[config.mk]
export PLATFORM = sky130hd
export DESIGN_NAME = aph_seq
export DESIGN_NICKNAME = d
export VERILOG_FILES = /design/src/aph_pkg.sv /design/src/aph_seq.sv
export SDC_FILE = /design/constraint.sdc
export NUM_CORES = 1
export LEC_CHECK = 0
export BUFFER_PORTS_ARGS = -buffer_cell sky130_fd_sc_hd__clkbuf_2
export CORE_MARGIN = 2
export CORE_UTILIZATION = 60
export CTS_BUF_LIST = sky130_fd_sc_hd__clkbuf_8
export DETAILED_ROUTE_END_ITERATION = 10
export GPL_ROUTABILITY_DRIVEN = 0
export PLACE_DENSITY = 0.87
export SYNTH_ARGS = -nofsm -noshare
export SYNTH_HDL_FRONTEND = slang
export SYNTH_SLANG_ARGS = --single-unit
[constraint.sdc]
create_clock -name i_clk_sys -period 2.07 [get_ports i_clk_sys]
set_input_delay 0.3105 -clock i_clk_sys [delete_from_list [all_inputs] [get_ports i_clk_sys]]
set_output_delay 0.3105 -clock i_clk_sys [all_outputs]
set_load 0.1 [all_outputs]
[src/aph_pkg.sv]
// Notes on behaviour
// - While the automation reset input is low the sequencer is held in reset; high lets it run.
// - A run begins when the start request goes high.
// - The in-progress output is high for the whole of a run.
// - Pass goes high and stays high when the read-back check finds the target correct.
// - Pass clears to low when a new start request arrives.
// - Pass toggles high and low as a progress sign while erase, program and verify run.
// - Fail goes high when the read-back check finds a mismatch.
// - Fail clears to low when a new start request arrives.
// - Fail toggles high and low when the target cannot be reached.
// - The automation port only starts runs and reports status, never loads the image store.
// - Each run is a mass erase, then programming of the stored image, then read-back check.
// - In-progress returns low once the check has completed.
// - A target that does not answer at the start keeps in-progress low and raises fail at once.
package aph_pkg;
   localparam int unsigned CLK_HZ = 20_000_000;
   localparam int unsigned START_PULSE_MS = 200;
   // least pulse in whole cycles; CLK_HZ / 1000 truncates, no rounding up
   localparam int unsigned START_PULSE_CYC = (START_PULSE_MS * (CLK_HZ / 1000));
   localparam int unsigned BLINK_MS = 250;
   localparam int unsigned BLINK_CYC = BLINK_MS * (CLK_HZ / 1000);
   localparam int unsigned CNT_W = 24;

   typedef enum logic [4:0] {
      APH_IDLE = 5'h01,
      APH_ERASE = 5'h02,
      APH_PROG = 5'h04,
      APH_VERIFY = 5'h08,
      APH_DONE = 5'h10
   } aph_state_e;
endpackage : aph_pkg

[src/aph_seq.sv]
`timescale 1ns/1ps
module aph_seq #(
   parameter int unsigned BLINK_CYCLES = aph_pkg::BLINK_CYC
) (
   input wire logic i_clk_sys,
   input wire logic i_rstn,
   input wire logic i_automation_reset_n,
   input wire logic i_start_req,
   input wire logic i_tgt_ack,
   input wire logic i_erase_done,
   input wire logic i_prog_done,
   input wire logic i_verify_done,
   input wire logic i_verify_ok,
   output logic o_erase_go,
   output logic o_prog_go,
   output logic o_verify_go,
   output logic o_in_progress,
   output logic o_pass,
   output logic o_fail,
   output logic o_cpu_rstn
);
   import aph_pkg::*;

   // refused at elaboration: the timebase counter cannot reach larger counts
   if (BLINK_CYCLES < 2 || BLINK_CYCLES >= (1 << CNT_W)) begin : g_bad_blink
      $error("BLINK_CYCLES out of range");
   end

   ////////////////////////////////////////////////////////////////////
   // pin synchronisers; the first stage feeds only the second
   logic rst_meta_ff, rst_sync_ff;
   logic req_meta_ff, req_sync_ff, req_prev_ff;
   logic ack_meta_ff, ack_sync_ff;

   always_ff @(posedge i_clk_sys or negedge i_rstn) begin
      if (!i_rstn) begin
         rst_meta_ff <= 1'b0;
         rst_sync_ff <= 1'b0;
      end else begin
         rst_meta_ff <= i_automation_reset_n;
         rst_sync_ff <= rst_meta_ff;
      end
   end

   always_ff @(posedge i_clk_sys or negedge i_rstn) begin
      if (!i_rstn) begin
         req_meta_ff <= 1'b0;
         req_sync_ff <= 1'b0;
         req_prev_ff <= 1'b0;
         ack_meta_ff <= 1'b0;
         ack_sync_ff <= 1'b0;
      end else begin
         req_meta_ff <= i_start_req;
         req_sync_ff <= req_meta_ff;
         req_prev_ff <= req_sync_ff;
         ack_meta_ff <= i_tgt_ack;
         ack_sync_ff <= ack_meta_ff;
      end
   end

   logic run_ok;
   logic start_edge;
   assign run_ok = rst_sync_ff;
   assign start_edge = req_sync_ff & ~req_prev_ff;
   assign o_cpu_rstn = rst_sync_ff;

   ////////////////////////////////////////////////////////////////////
   // sequencer; no path here writes the image store
   aph_state_e state_ff;
   aph_state_e nxt_state;
   logic nxt_fail_solid, nxt_fail_blink, nxt_pass_solid;
   logic fail_solid_ff, fail_blink_ff, pass_solid_ff;

   always_comb begin
      nxt_state = state_ff;
      nxt_fail_solid = fail_solid_ff;
      nxt_fail_blink = fail_blink_ff;
      nxt_pass_solid = pass_solid_ff;
      unique case (state_ff)
         APH_IDLE, APH_DONE: begin
            if (start_edge) begin
               nxt_pass_solid = 1'b0;
               nxt_fail_solid = 1'b0;
               nxt_fail_blink = 1'b0;
               if (ack_sync_ff) begin
                  nxt_state = APH_ERASE;
               end else begin
                  nxt_fail_blink = 1'b1;
                  nxt_state = APH_DONE;
               end
            end
         end
         APH_ERASE: begin
            if (i_erase_done) begin
               nxt_state = APH_PROG;
            end
         end
         APH_PROG: begin
            if (i_prog_done) begin
               nxt_state = APH_VERIFY;
            end
         end
         APH_VERIFY: begin
            if (i_verify_done) begin
               nxt_state = APH_DONE;
               nxt_pass_solid = i_verify_ok;
               nxt_fail_solid = ~i_verify_ok;
            end
         end
      endcase
   end

   always_ff @(posedge i_clk_sys or negedge i_rstn) begin
      if (!i_rstn) begin
         state_ff <= APH_IDLE;
         pass_solid_ff <= 1'b0;
         fail_solid_ff <= 1'b0;
         fail_blink_ff <= 1'b0;
      end else if (!run_ok) begin
         state_ff <= APH_IDLE;
         pass_solid_ff <= 1'b0;
         fail_solid_ff <= 1'b0;
         fail_blink_ff <= 1'b0;
      end else begin
         state_ff <= nxt_state;
         pass_solid_ff <= nxt_pass_solid;
         fail_solid_ff <= nxt_fail_solid;
         fail_blink_ff <= nxt_fail_blink;
      end
   end

   ////////////////////////////////////////////////////////////////////
   // blink timebase, shared by progress and no-target indications
   // restarted high on every accepted start: a free-running phase could hold
   // the no-target fail low for up to a half-period, which is not "at once"
   logic [CNT_W-1:0] blink_cnt_ff;
   logic blink_ff;
   logic blink_restart;
   assign blink_restart = run_ok && start_edge
      && (state_ff == APH_IDLE || state_ff == APH_DONE);
   always_ff @(posedge i_clk_sys or negedge i_rstn) begin
      if (!i_rstn) begin
         blink_cnt_ff <= '0;
         blink_ff <= 1'b0;
      end else if (blink_restart) begin
         blink_cnt_ff <= '0;
         blink_ff <= 1'b1;
      end else if (blink_cnt_ff == CNT_W'(BLINK_CYCLES - 1)) begin
         blink_cnt_ff <= '0;
         blink_ff <= ~blink_ff;
      end else begin
         blink_cnt_ff <= blink_cnt_ff + 1'b1;
      end
   end

   logic busy;
   assign busy = (state_ff == APH_ERASE) || (state_ff == APH_PROG) || (state_ff == APH_VERIFY);

   ////////////////////////////////////////////////////////////////////
   // registered outputs
   always_ff @(posedge i_clk_sys or negedge i_rstn) begin
      if (!i_rstn) begin
         o_in_progress <= 1'b0;
         o_pass <= 1'b0;
         o_fail <= 1'b0;
         o_erase_go <= 1'b0;
         o_prog_go <= 1'b0;
         o_verify_go <= 1'b0;
      end else begin
         o_in_progress <= busy;
         o_pass <= busy ? blink_ff : pass_solid_ff;
         o_fail <= fail_blink_ff ? blink_ff : fail_solid_ff;
         o_erase_go <= (state_ff == APH_ERASE);
         o_prog_go <= (state_ff == APH_PROG);
         o_verify_go <= (state_ff == APH_VERIFY);
      end
   end

   ////////////////////////////////////////////////////////////////////
   active_busy_a: assert property (@(posedge i_clk_sys) disable iff (!i_rstn)
      o_in_progress == $past(busy)) else $error("in-progress not tracking run");
   start_idle_a: assert property (@(posedge i_clk_sys) disable iff (!i_rstn)
      (busy && start_edge) |=> state_ff != APH_IDLE || !run_ok)
      else $error("busy run restarted");
   begin_run_a: assert property (@(posedge i_clk_sys) disable iff (!i_rstn)
      (state_ff == APH_IDLE && start_edge && ack_sync_ff && run_ok) |=> state_ff == APH_ERASE)
      else $error("run did not begin");
   pass_hold_a: assert property (@(posedge i_clk_sys) disable iff (!i_rstn)
      (state_ff == APH_VERIFY && i_verify_done && i_verify_ok && run_ok) |=> ##1 o_pass)
      else $error("pass not raised");
   clear_flags_a: assert property (@(posedge i_clk_sys) disable iff (!i_rstn)
      (state_ff == APH_DONE && start_edge && ack_sync_ff) |=> ##1 (!pass_solid_ff && !o_fail))
      else $error("flags not cleared on new run");
   fail_verify_a: assert property (@(posedge i_clk_sys) disable iff (!i_rstn)
      (state_ff == APH_VERIFY && i_verify_done && !i_verify_ok && run_ok) |=> ##1 o_fail)
      else $error("fail not raised");
   no_target_a: assert property (@(posedge i_clk_sys) disable iff (!i_rstn)
      (!busy && start_edge && !ack_sync_ff && run_ok)
      |=> ##1 (!o_in_progress && fail_blink_ff && o_fail))
      else $error("no-target not flagged");
   order_steps_a: assert property (@(posedge i_clk_sys) disable iff (!i_rstn)
      (state_ff == APH_PROG) |-> $past(state_ff) inside {APH_ERASE, APH_PROG})
      else $error("program without erase");
   hold_reset_a: assert property (@(posedge i_clk_sys) disable iff (!i_rstn)
      !run_ok |=> state_ff == APH_IDLE) else $error("sequencer ran in reset");
   verify_end_a: assert property (@(posedge i_clk_sys) disable iff (!i_rstn)
      (state_ff == APH_VERIFY && i_verify_done && run_ok) |=> ##1 !o_in_progress)
      else $error("in-progress stuck after check");

   // indications follow the shared timebase one edge late
   pass_blink_a: assert property (@(posedge i_clk_sys) disable iff (!i_rstn)
      busy |=> o_pass == $past(blink_ff))
      else $error("pass not blinking during run");
   fail_blink_a: assert property (@(posedge i_clk_sys) disable iff (!i_rstn)
      fail_blink_ff |=> o_fail == $past(blink_ff))
      else $error("fail not blinking without target");
   steps_onehot_a: assert property (@(posedge i_clk_sys) disable iff (!i_rstn)
      $onehot0({o_erase_go, o_prog_go, o_verify_go}))
      else $error("two steps running at once");
   // a held or absent request leaves an idle sequencer where it is
   idle_hold_a: assert property (@(posedge i_clk_sys) disable iff (!i_rstn)
      (!busy && !start_edge && run_ok) |=> $stable(state_ff))
      else $error("idle sequencer moved without start edge");
endmodule : aph_seq

# [Word level (Yosys, flattened, before mapping)]
# Cells that the tools add are included.
# W data, S select, Z words.
[totals] ff_bits=46 out_inout_bits=7 word_cells=71
[classes] addsub=1 n_eq_ne=13 muxes=24 bitwise=4 n_reduce_logical=10
[ops] cell="$mux W24" n=2
[ops] cell="$mux W5" n=6
[ops] cell="$add A24 B1 Y24 const B" n=1
[ops] cell="$eq A24 B23 Y1 const B" n=1
[ops] cell="$pmux W5 S4" n=1
[ops] cell="$mux W1" n=13
[ops] cell="$ne A3 B3 Y1 const B" n=4
[ops] cell="$eq A5 B1 Y1 const B" n=1
[ops] cell="$eq A5 B2 Y1 const B" n=1
[ops] cell="$eq A5 B3 Y1 const B" n=1
[ops] cell="$eq A5 B4 Y1 const B" n=1
[ops] cell="$eq A5 B5 Y1 const B" n=1
[ops] cell="$ne A2 B1 Y1 const B" n=2
[ops] cell="$pmux W1 S2" n=2
[ops] cell="$reduce_and A4 Y1" n=1
[ops] cell="$logic_or A1 B1 Y1" n=3
[ops] cell="$ne A3 B1 Y1 const B" n=1
[ops] cell="$not A1 Y1" n=3
[ops] cell="$reduce_and A3 Y1" n=1
[ops] cell="$logic_and A1 B1 Y1" n=2
[ops] cell="$reduce_and A2 Y1" n=1
[ops] cell="$reduce_bool A2 Y1" n=1
[ops] cell="$reduce_or A2 Y1" n=1
[ops] cell="$and A1 B1 Y1" n=1

# [Depth between registers and ports, before layout]
[depth] depth_word=5 ltp_mapped=6 ltp_nobuf=5

# [Worst setup path after synthesis]
# Ideal clock, no wire load.
[synth_timing] kind="flip-flop to flip-flop" startpoint="reg rst_sync_ff (netlist: o_cpu_rstn)" endpoint="reg state_ff[4]" setup_time_ps=121 arrival_ps=1743 slack_ps=206 stages_incl_launch_ff=5 n_path_buf=1 synth_period_minus_slack_ps=1864 path_cell_list="dfrtp_1 clkbuf_1 nand4_1 and3_1 a22o_1"
[synth_between] elab_chain_cells=2
[synth_lines] element="start: declaration" line_no="aph_seq.sv:31" text="logic rst_meta_ff, rst_sync_ff;"
[synth_lines] element="start signal: assignment" line_no="aph_seq.sv:41" text="rst_sync_ff <= rst_meta_ff;"
[synth_lines] element="$ne A3 B3 Y1 (no source line)"
[synth_lines] element="$reduce_and A4 Y1 (no source line)"
[synth_lines] element="end signal: assignment" line_no="aph_seq.sv:125" text="state_ff <= nxt_state;"
[synth_lines] element="end: declaration" line_no="aph_seq.sv:69" text="aph_state_e state_ff;"
# Parallel ways exist; a longest one is shown, timed or not.
# A chain may end at the register's enable or synchronous reset.

# [Final worst setup path]
[layout_timing] startpoint="reg blink_cnt_ff[3]" endpoint="reg blink_cnt_ff[22]"
[layout_between] elab_chain_cells=3
[layout_lines] element="start: declaration" line_no="aph_seq.sv:136" text="logic [CNT_W-1:0] blink_cnt_ff;"
[layout_lines] element="start signal: assignment" line_no="aph_seq.sv:152" text="blink_cnt_ff <= blink_cnt_ff + 1'b1;"
[layout_lines] element="$add A24 B1 Y24 / $eq A24 B23 Y1 (equally long branches)" line_no="aph_seq.sv:152, aph_seq.sv:148"
[layout_lines] element="$mux W24 (*)" line_no="aph_seq.sv:148" text="end else if (blink_cnt_ff == CNT_W'(BLINK_CYCLES - 1)) begin"
[layout_lines] element="$mux W24 (*)" line_no="aph_seq.sv:145" text="end else if (blink_restart) begin"
# Every way passes the cells marked *; elsewhere a longest branch is shown, timed or not.

==> results.txt <==
Avg Inst Size Synth: 10.3 um^2
Synth Cell Area: 2220 um^2
CTS tree: built
Critical Path RT: 2.31 ns
area grow syn2layout: 8.83%
CTS max path bufs: 2
Max Cap Viol: 0
critical path type: reg -> reg
1st-pass router iterations: 4
crit path cell chain: and4_1, nand2_1, or4_4, a21oi_2
final setup fails: 0
Core ar.: 3610 um^2
most frequent cells in the layout: dfrtp_1, nor2_1, clkbuf_2
Worst Hold Class: in -> async
Hold Violations, Final: 5
TritonCTS Buffers: 5
initial core utilization: 0.617
Mapped Nets: 226
pre-CTS setup slack: 0.314 ns
clk root buf: clkbuf_8
cell count after synthesis: 216
die area: 4210 um^2
Crit Path Max Fanout: 10
Worst path slowest cell: or4_4
Post-Route Setup TNS: 0 ns
vias per inst: 5.91
Post-DP Area: 2330 um^2
final WL: 3940 um
Final Cell Area: 2420 um^2
Crit. End Element: register
Leakage: 1.07 nW
Hold WS: -0.00183 ns
failing checks: hold timing
gr usage total: 0.215
Worst Slack Setup Final: 0.293 ns
Crit path largest cell delay: 0.52 ns
clock sink total: 46
Reg clk slew, reported paths: 0.09 ns
via count: 1668
WP data arrival: 2.02 ns
WP buf/inv: 0
status: complete, but fails checks
Port Buf Inserts: 15
Rows: 22
RSZ-0062 raised after global routing: no
Synth Register Bits: 46
Slew HR: 0.592
largest net degree at the start of global routing: 27
initial antenna violation count: 0
# DRC: 0
register area share after synthesis: 0.518
vias in the first global route: 1546
first-pass GRT wire length: 6940 um
Slew Viols, Final: 0
DR iter-0 viols: 105
fill count: 276
Post-CTS Setup Bufs: 0
most common cell after layout, fill and taps aside: dfrtp_1
Final #Nets: 243
Die Y: 64.9 um
period utilization: 0.859
Crit path max-delay family: simple AND/OR/NAND/NOR gates
Synth cell types: 47
fin util: 0.671
power per cell area: 825 nW/um^2
Critical Path Source Type: register
final std cells w/o fill: 282
Yosys warning total: 0
WL/cell: 14.0 um
grt total ovfl: 0
antenna-violating nets left: 0
maximum VDD drop: 0.592 mV
hold_buf cts: 0
Ports: 16
Final min period: 1.78 ns
post_cts resized: 0
clk_skew: 0.00938 ns
Final HPWL DP: 2780 um
Fmax: 563 MHz
Die W: 64.9 um
Worst-Skew Late Latency: 0.31 ns
Least-Margin Pin Slew: 0.612 ns
share of post-route cells with drive strength above 1: 0.171
H-tree levels: 2
Diodes inserted: 0
Inst Count DP: 274
[per-layer routing]
layer,wire length (um),global-route usage
met4,89,0.0878
met3,211,0.0642
met2,1780,0.321
met5,0,0
met1,1860,0.296
[where the power goes]
group	leakage [nW]	total, mW	internal [mW]	switching (mW)
Clock	0.0441	0.542	0.237	0.305
Sequential	0.604	1.09	0.990	0.103
Combinational	0.426	0.363	0.133	0.230
[final cells by class]
| cell class | instances | area [um^2] | area share |
|---|---|---|---|
| clock buffers | 5 | 68.8 | 0.0284 |
| clock inverters | 3 | 21.3 | 0.00879 |
| inverters | 8 | 30.0 | 0.0124 |
| multi-input cells | 152 | 976 | 0.403 |
| flip-flops and latches | 46 | 1150 | 0.476 |
| well taps | 48 | 60.1 | 0.0248 |
| repair buffers | 20 | 113 | 0.0465 |
[cells in the mapped netlist, drive strengths merged]
master / instances / area (um^2)
o31ai: 6 / 58.8
or4: 6 / 52.6
o32ai: 1 / 8.76
o311ai: 2 / 17.5
nor2b: 5 / 31.3
nor3: 4 / 20.0
clkbuf: 4 / 15.0
mux2: 2 / 22.5
nand2: 11 / 41.3
nor2: 21 / 78.8
o211ai: 1 / 7.51
a22o: 1 / 8.76
a31oi: 1 / 6.26
ha: 1 / 12.5
and3: 6 / 42.5
and4: 4 / 35.0
xor2: 8 / 70.1
nor4: 1 / 6.26
o21ai: 9 / 45.0
nand3: 12 / 60.1
dfrtp: 45 / 1130
a21oi: 12 / 63.8
inv: 8 / 30.0
a2111oi: 1 / 8.76
or3: 6 / 40.0
nor4b: 2 / 17.5
a21boi: 1 / 7.51
and3b: 1 / 8.76
buf: 6 / 51.3
xnor2: 5 / 43.8
nand2b: 1 / 6.26
dfstp: 1 / 26.3
nand4: 9 / 62.6
mux2i: 1 / 10.0
nor3b: 3 / 22.5
and2: 4 / 25.0
a22oi: 1 / 7.51
a221o: 2 / 20.0
or2: 1 / 6.26
[worst reg2reg max path, cell delays in order (launching register included)]
cell and delay, ns:
dfrtp_1 0.42, and4_1 0.42, nand2_1 0.22, or4_4 0.52
a21oi_2 0.14
[kinds of logic (layout without fill, tap and decap cells)]
family / after synthesis / in the layout / share of synthesized area
AO/OA/AOI/OAI: 38 / 38 / 0.117
XOR/XNOR: 13 / 13 / 0.0512
adder cells (fa/ha/maj): 1 / 1 / 0.00562
buffers and inverters: 18 / 36 / 0.0433
flip-flops: 46 / 46 / 0.518
multiplexers: 3 / 3 / 0.0146
AND/OR/NAND/NOR: 97 / 97 / 0.250
[sequential cells by signal, summed over array words and instances (netlist names)]
name           flops
blink_cnt_ff      24
state_ff           5
ack_meta_ff        1
ack_sync_ff        1
blink_ff           1
fail_blink_ff      1
fail_solid_ff      1
o_cpu_rstn         1
o_erase_go         1
o_fail             1
o_in_progress      1
o_pass             1
o_prog_go          1
o_verify_go        1
pass_solid_ff      1
req_meta_ff        1
req_prev_ff        1
req_sync_ff        1
rst_meta_ff        1
[path summary, 6_finish.rpt]
kind                            cells past startpoint  slack [ns]                          to                      start
worst max-delay path                                4        0.29  blink_cnt_ff[22]$_DFF_PN0_  blink_cnt_ff[3]$_DFF_PN0_
worst max register to register                      4        0.29  blink_cnt_ff[22]$_DFF_PN0_  blink_cnt_ff[3]$_DFF_PN0_
min in group i_clk_sys                              1        0.10       rst_meta_ff$_DFF_PN0_       i_automation_reset_n
max in group asynchronous                           2        1.47  blink_cnt_ff[20]$_DFF_PN0_                     i_rstn
worst min-delay path                                1      -0.002       rst_meta_ff$_DFF_PN0_                     i_rstn
worst min register to register                      0        0.35        o_cpu_rstn$_DFF_PN0_      rst_meta_ff$_DFF_PN0_
[through the flow]
stage                     total power [mW]  hold slack, ns
after global placement                1.45           0.332
after detailed placement              1.47           0.335
after CTS                             2.01          0.0142
after floorplan                       1.37          0.0149
final                                 2.00        -0.00183
after global routing                  2.11          0.0287
(Power assumes the default switching activity.)
